==> src/core/dtpa_pkg.sv <==
package dtpa_pkg;
  localparam int NUM_THREADS   = 2;
  localparam int GPR_COUNT     = 8;
  localparam int ISB_DEPTH     = 2;
  localparam int DISPATCH_MAX  = 6;
  localparam int PART_DEPTH    = 16;
  localparam int TLB_ENTRIES   = 8;
  localparam int DATA_W        = 32;
  localparam logic RST_FAVOUR  = 1'b0;
  localparam logic [31:0] RST_WORD = 32'h0000_0000;

  // One request from a thread at a selection point
  typedef struct packed {
    logic        valid;
    logic [31:0] data;
  } dtpa_req_t;

  typedef struct packed {
    logic        valid;
    logic        tid;
    logic [31:0] data;
  } dtpa_grant_t;

  // Per-thread memory op into load/store partition
  typedef struct packed {
    logic        valid;
    logic        is_store;
    logic [31:0] addr;
    logic [31:0] data;
  } dtpa_memop_t;
endpackage

==> src/core/dtpa_top.sv <==
`timescale 1ns/1ps
`default_nettype none
module dtpa_top #(
  parameter int DEPTH   = dtpa_pkg::PART_DEPTH,
  parameter int DISP    = dtpa_pkg::DISPATCH_MAX,
  parameter int READY_W = 8
) (
  input  wire logic                  i_ref_clk,
  input  wire logic                  i_reset_n,
  input  wire logic [1:0]            i_fetch_req,
  input  wire logic [1:0]            i_fetch_stall,
  input  wire logic [1:0]            i_l2_fill,
  input  wire logic [31:0]           i_fetch_line [2],
  input  wire logic [1:0]            i_uop_push,
  input  wire logic [1:0]            i_rob_push,
  input  wire logic [1:0]            i_rob_done,
  input  wire dtpa_pkg::dtpa_memop_t i_memop [2],
  input  wire logic [1:0]            i_store_retire,
  input  wire logic [READY_W-1:0]    i_sched_ready,
  input  wire logic [1:0]            i_tlb_fill,
  input  wire logic [31:0]           i_tlb_vaddr [2],
  input  wire logic [1:0]            i_gpr_we,
  input  wire logic [2:0]            i_gpr_idx [2],
  input  wire logic [31:0]           i_gpr_wdata [2],
  input  wire logic [31:0]           i_ip_next [2],
  input  wire logic [1:0]            i_ip_load,
  input  wire logic [31:0]           i_range_reg_wdata,
  input  wire logic                  i_range_reg_we,
  input  wire logic [1:0]            i_perf_event,
  output dtpa_pkg::dtpa_grant_t      o_fetch_grant,
  output dtpa_pkg::dtpa_grant_t      o_retire_grant,
  output dtpa_pkg::dtpa_grant_t      o_commit_grant,
  output logic [1:0]                 o_uop_full,
  output logic [1:0]                 o_rob_full,
  output logic [1:0]                 o_lsq_full,
  output logic [1:0]                 o_order_violation,
  output logic [READY_W-1:0]         o_dispatch,
  output logic [31:0]                o_ip [2],
  output logic [1:0]                 o_tlb_owner_hit,
  output logic [31:0]                o_range_reg,
  output logic [31:0]                o_perf_count
);
  localparam int HALF = DEPTH / 2;
  localparam int CW   = $clog2(DEPTH + 1);
  // Half-partition check shared by the uop queue, reorder buffer and load/store buffers
  function automatic logic at_half(input logic [CW-1:0] cnt);
    return cnt >= CW'(HALF);
  endfunction
  function automatic logic [CW-1:0] step(input logic [CW-1:0] c,
                                         input logic inc, input logic dec);
    return c + CW'(inc) - CW'(dec);
  endfunction
  // Stall holds until the thread's own fill returns
  logic [1:0] stalled_ff;
  always_ff @(posedge i_ref_clk) begin
    for (int t = 0; t < 2; t++) begin
      if (!i_reset_n) begin
        stalled_ff[t] <= 1'b0;
      end else if (i_fetch_stall[t]) begin
        stalled_ff[t] <= 1'b1;
      end else if (i_l2_fill[t]) begin
        stalled_ff[t] <= 1'b0;
      end
    end
  end
  // Per-thread two-entry streaming buffer; a full one stops fetch
  logic [1:0] isb_cnt_ff [2];
  logic [1:0] fetch_ok;
  logic [1:0] isb_pop;
  dtpa_pkg::dtpa_req_t freq [2];
  logic [1:0] ftake;
  always_comb begin
    for (int t = 0; t < 2; t++) begin
      fetch_ok[t]   = i_fetch_req[t] && !stalled_ff[t] && !i_fetch_stall[t]
                      && isb_cnt_ff[t] != 2'(dtpa_pkg::ISB_DEPTH);
      freq[t].valid = fetch_ok[t];
      freq[t].data  = i_fetch_line[t];
      isb_pop[t]    = (isb_cnt_ff[t] != 2'h0) && i_uop_push[t]
                      && !o_uop_full[t];
    end
  end
  dtpa_alt_sel u_fetch_sel (
    .i_ref_clk (i_ref_clk),
    .i_reset_n (i_reset_n),
    .i_req0    (freq[0]),
    .i_req1    (freq[1]),
    .o_take0   (ftake[0]),
    .o_take1   (ftake[1]),
    .o_grant   (o_fetch_grant)
  );
  always_ff @(posedge i_ref_clk) begin
    for (int t = 0; t < 2; t++) begin
      if (!i_reset_n) begin
        isb_cnt_ff[t] <= 2'h0;
      end else begin
        isb_cnt_ff[t] <= isb_cnt_ff[t] + 2'(ftake[t]) - 2'(isb_pop[t]);
      end
    end
  end
  // Partitioned uop queue, reorder buffer and load/store buffers
  logic [CW-1:0] uop_cnt_ff [2];
  logic [CW-1:0] rob_cnt_ff [2];
  logic [CW-1:0] lsq_cnt_ff [2];
  logic [1:0]    rob_inc, rob_ready, rtake, lsq_inc, lsq_dec, uop_dec, ctake;
  logic [7:0]    st_pend_ff [2];
  dtpa_pkg::dtpa_req_t rreq [2], creq [2];
  always_comb begin
    for (int t = 0; t < 2; t++) begin
      rob_inc[t]    = i_rob_push[t] && !o_rob_full[t];
      rob_ready[t]  = i_rob_done[t] && (rob_cnt_ff[t] != '0);
      rreq[t].valid = rob_ready[t];
      rreq[t].data  = 32'(rob_cnt_ff[t]);
      lsq_inc[t]    = i_memop[t].valid && !o_lsq_full[t];
      lsq_dec[t]    = rtake[t] && lsq_cnt_ff[t] != '0;
      uop_dec[t]    = rob_inc[t] && uop_cnt_ff[t] != '0;
      creq[t].valid = st_pend_ff[t] != 8'h00;
      creq[t].data  = 32'(st_pend_ff[t]);
    end
  end
  dtpa_alt_sel u_retire_sel (
    .i_ref_clk (i_ref_clk),
    .i_reset_n (i_reset_n),
    .i_req0    (rreq[0]),
    .i_req1    (rreq[1]),
    .o_take0   (rtake[0]),
    .o_take1   (rtake[1]),
    .o_grant   (o_retire_grant)
  );
  dtpa_alt_sel u_commit_sel (
    .i_ref_clk (i_ref_clk),
    .i_reset_n (i_reset_n),
    .i_req0    (creq[0]),
    .i_req1    (creq[1]),
    .o_take0   (ctake[0]),
    .o_take1   (ctake[1]),
    .o_grant   (o_commit_grant)
  );
  // Counters update from the head in order, one entry per grant, except the uop queue, which drains one entry per rob push
  always_ff @(posedge i_ref_clk) begin
    for (int t = 0; t < 2; t++) begin
      if (!i_reset_n) begin
        uop_cnt_ff[t] <= '0;
        rob_cnt_ff[t] <= '0;
        lsq_cnt_ff[t] <= '0;
        st_pend_ff[t] <= 8'h00;
        o_uop_full[t] <= 1'b0;
        o_rob_full[t] <= 1'b0;
        o_lsq_full[t] <= 1'b0;
      end else begin
        uop_cnt_ff[t] <= step(uop_cnt_ff[t], isb_pop[t], uop_dec[t]);
        rob_cnt_ff[t] <= step(rob_cnt_ff[t], rob_inc[t], rtake[t]);
        lsq_cnt_ff[t] <= step(lsq_cnt_ff[t], lsq_inc[t], lsq_dec[t]);
        o_uop_full[t] <= at_half(step(uop_cnt_ff[t], isb_pop[t],
                                      uop_dec[t]));
        o_rob_full[t] <= at_half(step(rob_cnt_ff[t], rob_inc[t], rtake[t]));
        o_lsq_full[t] <= at_half(step(lsq_cnt_ff[t], lsq_inc[t],
                                      lsq_dec[t]));
        st_pend_ff[t] <= st_pend_ff[t] + 8'(i_store_retire[t])
                         - 8'(ctake[t]);
      end
    end
  end
  // Per-thread ordering: load hitting the most recent same-thread store address
  logic [31:0] last_st_ff [2];
  logic [1:0]  st_seen_ff;
  always_ff @(posedge i_ref_clk) begin
    for (int t = 0; t < 2; t++) begin
      if (!i_reset_n) begin
        last_st_ff[t]        <= dtpa_pkg::RST_WORD;
        st_seen_ff[t]        <= 1'b0;
        o_order_violation[t] <= 1'b0;
      end else begin
        o_order_violation[t] <= lsq_inc[t] && !i_memop[t].is_store
                                && st_seen_ff[t]
                                && i_memop[t].addr == last_st_ff[t];
        if (lsq_inc[t] && i_memop[t].is_store) begin
          last_st_ff[t] <= i_memop[t].addr;
          st_seen_ff[t] <= 1'b1;
        end
      end
    end
  end
  // Thread-blind dispatch of up to DISP ready ops, lowest slot first
  logic [READY_W-1:0] disp_sel;
  always_comb begin
    int n;
    n        = 0;
    disp_sel = '0;
    for (int i = 0; i < READY_W; i++) begin
      if (i_sched_ready[i] && n < DISP) begin
        disp_sel[i] = 1'b1;
        n           = n + 1;
      end
    end
  end
  always_ff @(posedge i_ref_clk) begin
    if (!i_reset_n) begin
      o_dispatch <= '0;
    end else begin
      o_dispatch <= disp_sel;
    end
  end
  // Shared translation array; each entry tagged with its owner
  logic [31:0] tlb_va_ff  [dtpa_pkg::TLB_ENTRIES];
  logic        tlb_tid_ff [dtpa_pkg::TLB_ENTRIES];
  logic        tlb_v_ff   [dtpa_pkg::TLB_ENTRIES];
  logic [2:0]  tlb_wp_ff;
  logic        tlb_wt;
  assign tlb_wt = ~i_tlb_fill[0];
  always_ff @(posedge i_ref_clk) begin
    if (!i_reset_n) begin
      tlb_wp_ff <= 3'h0;
      for (int e = 0; e < dtpa_pkg::TLB_ENTRIES; e++) begin
        tlb_v_ff[e]   <= 1'b0;
        tlb_tid_ff[e] <= 1'b0;
        tlb_va_ff[e]  <= dtpa_pkg::RST_WORD;
      end
    end else if (|i_tlb_fill) begin
      // One fill a cycle keeps the array single-ported
      tlb_va_ff[tlb_wp_ff]  <= i_tlb_vaddr[tlb_wt];
      tlb_tid_ff[tlb_wp_ff] <= tlb_wt;
      tlb_v_ff[tlb_wp_ff]   <= 1'b1;
      tlb_wp_ff             <= tlb_wp_ff + 3'h1;
    end
  end
  always_ff @(posedge i_ref_clk) begin
    for (int t = 0; t < 2; t++) begin
      if (!i_reset_n) begin
        o_tlb_owner_hit[t] <= 1'b0;
      end else begin
        o_tlb_owner_hit[t] <= 1'b0;
        for (int e = 0; e < dtpa_pkg::TLB_ENTRIES; e++) begin
          if (tlb_v_ff[e] && tlb_tid_ff[e] == 1'(t)
              && tlb_va_ff[e] == i_tlb_vaddr[t]) begin
            o_tlb_owner_hit[t] <= 1'b1;
          end
        end
      end
    end
  end
  // Replicated architectural state and instruction pointers
  logic [31:0] gpr_ff [2][dtpa_pkg::GPR_COUNT];
  always_ff @(posedge i_ref_clk) begin
    for (int t = 0; t < 2; t++) begin
      if (!i_reset_n) begin
        o_ip[t] <= dtpa_pkg::RST_WORD;
        for (int r = 0; r < dtpa_pkg::GPR_COUNT; r++) begin
          gpr_ff[t][r] <= dtpa_pkg::RST_WORD;
        end
      end else begin
        if (i_ip_load[t]) begin
          o_ip[t] <= i_ip_next[t];
        end
        if (i_gpr_we[t]) begin
          gpr_ff[t][i_gpr_idx[t]] <= i_gpr_wdata[t];
        end
      end
    end
  end
  // Single copies shared by both threads
  always_ff @(posedge i_ref_clk) begin
    if (!i_reset_n) begin
      o_range_reg  <= dtpa_pkg::RST_WORD;
      o_perf_count <= dtpa_pkg::RST_WORD;
    end else begin
      if (i_range_reg_we) begin
        o_range_reg <= i_range_reg_wdata;
      end
      o_perf_count <= o_perf_count + 32'(i_perf_event[0])
                      + 32'(i_perf_event[1]);
    end
  end
endmodule
`default_nettype wire

==> src/core/dtpa_alt_sel.sv <==
`timescale 1ns/1ps
`default_nettype none
// Two-thread alternating selector with single-thread fallback
module dtpa_alt_sel (
  input  wire logic                 i_ref_clk,
  input  wire logic                 i_reset_n,
  input  wire dtpa_pkg::dtpa_req_t  i_req0,
  input  wire dtpa_pkg::dtpa_req_t  i_req1,
  output logic                      o_take0,
  output logic                      o_take1,
  output dtpa_pkg::dtpa_grant_t     o_grant
);
  logic favour_ff;
  logic pick1;

  always_comb begin
    // Alternate when both ask; otherwise the lone requester wins
    if (i_req0.valid && i_req1.valid) begin
      pick1 = favour_ff;
    end else begin
      pick1 = i_req1.valid;
    end
    o_take0 = i_req0.valid && !pick1;
    o_take1 = i_req1.valid && pick1;
  end

  always_ff @(posedge i_ref_clk) begin
    if (!i_reset_n) begin
      favour_ff <= dtpa_pkg::RST_FAVOUR;
    end else if (o_take0 || o_take1) begin
      favour_ff <= ~pick1;
    end
  end

  always_ff @(posedge i_ref_clk) begin
    if (!i_reset_n) begin
      o_grant <= '0;
    end else begin
      o_grant.valid <= o_take0 || o_take1;
      o_grant.tid   <= pick1;
      o_grant.data  <= pick1 ? i_req1.data : i_req0.data;
    end
  end
endmodule
`default_nettype wire

==> config.mk <==
export PLATFORM = sky130hd
export DESIGN_NAME = dtpa_top
export DESIGN_NICKNAME = d
export VERILOG_FILES = /design/src/core/dtpa_pkg.sv /design/src/core/dtpa_top.sv /design/src/core/dtpa_alt_sel.sv
export SDC_FILE = /design/constraint.sdc
export NUM_CORES = 1
export LEC_CHECK = 0
export ABC_AREA = 1
export BUFFER_PORTS_ARGS = -buffer_cell sky130_fd_sc_hd__clkbuf_2
export CAP_MARGIN = 10
export CORE_UTILIZATION = 40
export CTS_BUF_LIST = sky130_fd_sc_hd__clkbuf_16
export DETAILED_ROUTE_END_ITERATION = 7
export PLACE_DENSITY = 0.65
export SLEW_MARGIN = 10
export SYNTH_ARGS = -nofsm -noshare
export SYNTH_HDL_FRONTEND = slang
export SYNTH_HIERARCHICAL = 1
export SYNTH_SLANG_ARGS = --single-unit
==> constraint.sdc <==
create_clock -name i_ref_clk -period 4.97 [get_ports i_ref_clk]
set_input_delay 0.497 -clock i_ref_clk [delete_from_list [all_inputs] [get_ports i_ref_clk]]
set_output_delay 0.497 -clock i_ref_clk [all_outputs]
set_load 0.02 [all_outputs]
# After elaboration in Yosys (flattened, before gate mapping)
# Memories as Yosys holds them, arrays and structs flattened.
# Index checks and enable logic that the tools add are counted.
dict set report totals {
  regBits 258
  ram_bits 386
  input_bits 459
  out_inout_bits 248
  wordCells 310
  n_memories 9
}
# name depth word_bits read_ports rd_ports_with_merged_regs wr line
set mem_list {}
lappend mem_list {tlb_va_ff 8 32 8 0 8 dtpa_top.sv:204} ;# logic [31:0] tlb_va_ff [dtpa_pkg::TLB_ENTRIES];
lappend mem_list {last_st_ff 2 32 2 0 2 dtpa_top.sv:164} ;# logic [31:0] last_st_ff [2];
lappend mem_list {st_pend_ff 2 8 2 0 2 dtpa_top.sv:105} ;# logic [7:0] st_pend_ff [2];
lappend mem_list {lsq_cnt_ff 2 5 2 0 2 dtpa_top.sv:103} ;# logic [CW-1:0] lsq_cnt_ff [2];
lappend mem_list {rob_cnt_ff 2 5 2 0 2 dtpa_top.sv:102} ;# logic [CW-1:0] rob_cnt_ff [2];
lappend mem_list {uop_cnt_ff 2 5 2 0 2 dtpa_top.sv:101} ;# logic [CW-1:0] uop_cnt_ff [2];
lappend mem_list {{3 more memories} -- -- -- -- -- --}
dict set report op_classes {
  add_sub_neg 29
  order_cmp 14
  n_eq_ne 20
  muxes 76
  bitwise 25
  n_reduce_logical 110
}
# operator count
set op_table {}
lappend op_table {{== test 32 bit} 18}
lappend op_table {{2-to-1 mux 32 bit} 13}
lappend op_table {{< comparator 32 x 4 -> 1 bit (second input constant)} 7}
lappend op_table {{adder 32 x 2 -> 32 bit (second input constant)} 6}
lappend op_table {{logical AND 1 bit} 76}
lappend op_table {{adder 32 x 1 -> 32 bit} 2}
lappend op_table {{2-to-1 mux 1 bit} 48}
lappend op_table {{2-to-1 mux 5 bit} 7}
lappend op_table {{OR reduction 32 bit} 1}
lappend op_table {{adder 5 x 1 -> 5 bit} 6}
lappend op_table {{greater-or-equal comparator 5 x 4 -> 1 bit (second input constant)} 6}
lappend op_table {{nonzero test 5 bit} 6}
lappend op_table {{subtractor 5 x 1 -> 5 bit} 6}
lappend op_table {{2-to-1 mux 8 bit} 3}
lappend op_table {{adder 8 x 1 -> 8 bit} 2}
lappend op_table {{nonzero test 8 bit} 2}
lappend op_table {{subtractor 8 x 1 -> 8 bit} 2}
lappend op_table {{logical NOT 1 bit} 15}
lappend op_table {{NOT 1 bit} 12}
lappend op_table {{bitwise OR 1 bit} 12}
lappend op_table {{2-to-1 mux 3 bit} 3}
lappend op_table {{nonzero test 2 bit} 4}
lappend op_table {{adder 2 x 1 -> 2 bit} 2}
lappend op_table {{2-to-1 mux 2 bit} 2}
lappend op_table {{8 further kinds} 13}

# Longest topological paths before layout
dict set report logic_depth {
  ltp_word 22
  mapped_depth 22
}

# By module
# Netlist, hierarchy kept.
# module n_inst cells_per_inst area_each_um2 seq_area_each_um2
set modules_own_cells {}
lappend modules_own_cells {dtpa_top 1 3399 28561.1 13993.4}
lappend modules_own_cells {dtpa_alt_sel 3 224 1550.2 700.7}

# Worst setup path after synthesis
# No wires, ideal clock.
dict set report synth_timing {
  path_type {input port to flip-flop}
  startpoint {input i_sched_ready[0]}
  endpoint {register o_dispatch[7]}
  arrival_ps 2935
  t_required_ps 4861
  path_slack_ps 1926
  cell_stages 20
  path_buffers 0
  path_cell_list {inv_1 > ha_1 > xor2_1 > ha_1 > a31oi_4 > inv_2 > nand2_4 > nand2_4 > nand2_4 > xor2_1 > inv_1 > ha_1 > nand3_1 > nand2_2 > ha_1 > nand2_1 > inv_1 > nand3_1 > nand2_1 > inv_1}
}
dict set report synth_between {
  elab_chain_cells 22
  word_cells_on_any_way 28
  cone_classes {add/sub (6); order compare (7); mux (8); reduce/logical (7)}
}
# element line
set synth_lines {}
lappend synth_lines {{from (decl)} dtpa_top.sv:19} ;# input wire logic [READY_W-1:0] i_sched_ready,
lappend synth_lines {{2-to-1 mux 1 bit *} dtpa_top.sv:190} ;# if (i_sched_ready[i] && n < DISP) begin
lappend synth_lines {{< comparator 32 x 4 -> 1 bit} dtpa_top.sv:190}
lappend synth_lines {{logical AND 1 bit} dtpa_top.sv:190}
lappend synth_lines {{2-to-1 mux 32 bit *} dtpa_top.sv:190}
lappend synth_lines {{< comparator 32 x 4 -> 1 bit} dtpa_top.sv:190}
lappend synth_lines {{logical AND 1 bit} dtpa_top.sv:190}
lappend synth_lines {{2-to-1 mux 32 bit *} dtpa_top.sv:190}
lappend synth_lines {{< comparator 32 x 4 -> 1 bit} dtpa_top.sv:190}
lappend synth_lines {{(+6 left out)} --}
lappend synth_lines {{logical AND 1 bit} dtpa_top.sv:190}
lappend synth_lines {{2-to-1 mux 32 bit *} dtpa_top.sv:190}
lappend synth_lines {{< comparator 32 x 4 -> 1 bit} dtpa_top.sv:190}
lappend synth_lines {{logical AND 1 bit} dtpa_top.sv:190}
lappend synth_lines {{2-to-1 mux 32 bit *} dtpa_top.sv:190}
lappend synth_lines {{< comparator 32 x 4 -> 1 bit *} dtpa_top.sv:190}
lappend synth_lines {{logical AND 1 bit *} dtpa_top.sv:190}
lappend synth_lines {{2-to-1 mux 1 bit *} dtpa_top.sv:190}
lappend synth_lines {{to (signal assigned)} dtpa_top.sv:200} ;# o_dispatch <= disp_sel;
lappend synth_lines {{to (decl)} dtpa_top.sv:37} ;# output logic [READY_W-1:0] o_dispatch,
# Mark *: on every way between the ends. The rest lies on a longest branch, timed or not.
# A chain may end at the register's enable or synchronous reset.

==> results.md <==
- Post-DP Area: 37300 um^2
- Min cycle time layout: 3.56 ns
- Met3 Use GR: 0.155
- Die area: around 84000 um^2
- Total power: approximately 17 mW
- Starting DRT DRC Count: 4456
- Total wire length: about 160 mm
- Core area: roughly 82000 um^2
- Initial Util: 0.404
- Layout cells sized above 1: 0.172
- Initial antenna violation count: 27
- Hold buffers post-CTS: 0
- Met1 GRT Util: 0.447
- Non-filler instance count after layout: just under 6000
- CTS Buf Count: 77
- Kind of critical path: flip-flop to flip-flop
- Via density: 5.66
- RSZ-0062 raised after global routing: no
- Clk_skew: between 0.02 and 0.03 ns
- Count of final setup violators: 0
- Worst-path clk slew: 0.06 ns
- GRT Max-Usage Layer: met2
- Setup tns final: 0 ns
- Hold Crit Class: primary input to flip-flop
- Outcome: finished, final reports clean
- Top FF cell, synth: dfxtp_1
- DP HPWL: between 100 and 150 mm
- Cell Area, Synth: ~33000 um^2
- Crit. End Element: flip-flop
- Pre-antenna DRT Iters: 7
- Syn avg cell area: about 8 um^2
- Period utilization: 0.716
- Total of max-cap violations: 0
- Global-route wire length before repair: 223 mm
- Post-synthesis async set-or-reset flop share: 0
- Number of synthesized flops with an enable pin: 320
- CTS Sinks: between 600 and 700
- Synth Register Bits: 644
- Post-CTS Setup Bufs: 0
- Largest net degree at the start of global routing: 101
- Lkg Pwr: 18.1 nW
- Crit path max fanout: 16
- Biggest regs: tlb_va_ff (256), last_st_ff (64), o_ip (64)
- VDD IR max: approximately 0.29 mV
- Top area cells in the synthesized netlist: edfxtp_1 (29%), dfxtp_1 (20%), nor2_1 (9.0%), inv_1 (6.2%), nand2_1 (5.6%)
- Worst slew pin tran: 1.39 ns
- H-tree depth: 3
- Post-Route Utilization: 0.485
- Rel. slew slack: 0.0741
- Global route overflow: 0
- Layout area overhead: 20.0%
- Placer Congestion: 1.13
- Sequential element share of the synthesized area: 0.485
- Clock Tree Buf Depth: 3
- Synth warn: 6
- Post-synth cell types: 57
- Post-CTS Resized: 0
- Placement Rows: 105
- Pre-CTS setup slack: 1.46 ns
- Final Max Tran Viols: 0
- Top-count cell post-synth: nor2_1
- GRT Total Usage: 0.376
- Top-Level Pins: 707
- NumNets Final: 5212
- CTS tree: done
- Max reg flops: 256
- Grt met2 use: 0.554
- Power Density: ~440 nW/um^2
- Number of global-route vias before repair: 30389
- Post-route worst setup slack: 1.41 ns
- Avg WL per Cell: 28.0 um
- DRC viols: 0
- Vias: 32892
- Final hold violation count: 0
- Worst endpoint required time: between 5 and 6 ns
- Fillers: between 8000 and 9000
- Area leader, netlist: edfxtp_1
- Worst hold slack: 0.0907 ns
- Largest register by flop count: tlb_va_ff
- Post-Synthesis Cells: 4071
- Height of the die: roughly 290 um
- CTS root buffer: clkbuf_16
- Antenna Nets Post-Route: 0
- Placed cells: roughly 5700
- # port buffers: 570
- Die width: ~290 um
- Synth top area share: 0.289
- CP arrival: 4.12 ns
- Worst skew pair latency: approximately 0.63 ns
- Fmax: 0.281 GHz
- CP Launch Type: flip-flop
- Most common library cells after synthesis: nor2_1 (798), inv_1 (552), nand2_1 (496)
- Design Area, Final: 39800 um^2
==> logic make-up (layout without fill, tap and decap cells) <==
| kind of cell | after synthesis | in the layout | share of synthesized area |
|---|---|---|---|
| xor gates and xnor gates | 175 | 175 | 0.0461 |
| DFF | 644 | 644 | 0.485 |
| other | 1 | 111 | 0.000113 |
| adders and majority gates | 81 | 81 | 0.0325 |
| buffers and inverters | 772 | 1337 | 0.0943 |
| and+or+nand+nor | 1633 | 1633 | 0.207 |
| AOI/OAI and AO/OA | 765 | 765 | 0.135 |
==> metal layers <==
metal	wire length (um)	part of all wire
met5	149	0.00091
met4	13200	0.081
met3	22500	0.14
met2	67100	0.41
met1	60100	0.37
==> layout by cell type (no fill, tap or decap), types with 18 or more instances in the layout <==
cell type	n
edfxtp_1	320
clkinv_1	34
nand4_1	25
xnor2_1	75
buf_4	48
o21ai_2	18
nand3_1	156
conb_1	102
inv_1	564
a21oi_1	162
nor4_1	68
clkbuf_2	569
xor2_1	100
nor3_1	23
o21ai_0	214
ha_1	72
o22ai_1	253
nor2_1	798
dfxtp_1	324
a221oi_1	35
clkbuf_16	79
nand2_1	493
==> final cells by class <==
class,instances,area (um^2),area share
multi-input cells,2756,14500,0.363
well taps,1070,1340,0.0336
repair buffers,619,3230,0.0812
diodes,9,22.5,0.000565
clock buffers,79,1980,0.0496
inverters,574,2150,0.0541
clock inverters,65,568,0.0143
flip-flops and latches,644,16100,0.404
==> worst paths after layout <==
check                   startpoint               end  slack [ns]  depth (start not counted)
setup / recovery  st_pend_ff[1][5]  st_pend_ff[0][6]        1.41                         17
hold / removal       i_ip_next[18]          o_ip[18]        0.09                          3
setup reg to reg  st_pend_ff[1][5]  st_pend_ff[0][6]        1.41                         17
hold reg to reg      st_seen_ff[1]     st_seen_ff[1]        0.46                          2
==> critical path, stage by stage, from the launching register on <==
cell and delay (ns):
dfxtp_1 0.32, inv_1 0.09, ha_1 0.17, nand4_1 0.48, nand2_1 0.26, inv_1 0.09
nor2_1 0.13, ha_1 0.25, inv_1 0.06, ha_1 0.16, inv_1 0.06, fa_1 0.40
o31ai_1 0.31, and2_1 0.19, nor2_1 0.04, o21ai_0 0.22, o21ai_0 0.11, a21oi_1 0.14
==> report_power, final <==
part / leakage, nW / internal, mW / total (mW) / switching [mW]
clock: 1.28 / 3.28 / 5.73 / 2.45
sequential: 6.02 / 6.28 / 6.72 / 0.440
combinational: 10.8 / 1.58 / 4.95 / 3.36
Power figures use the tool's default switching activity.
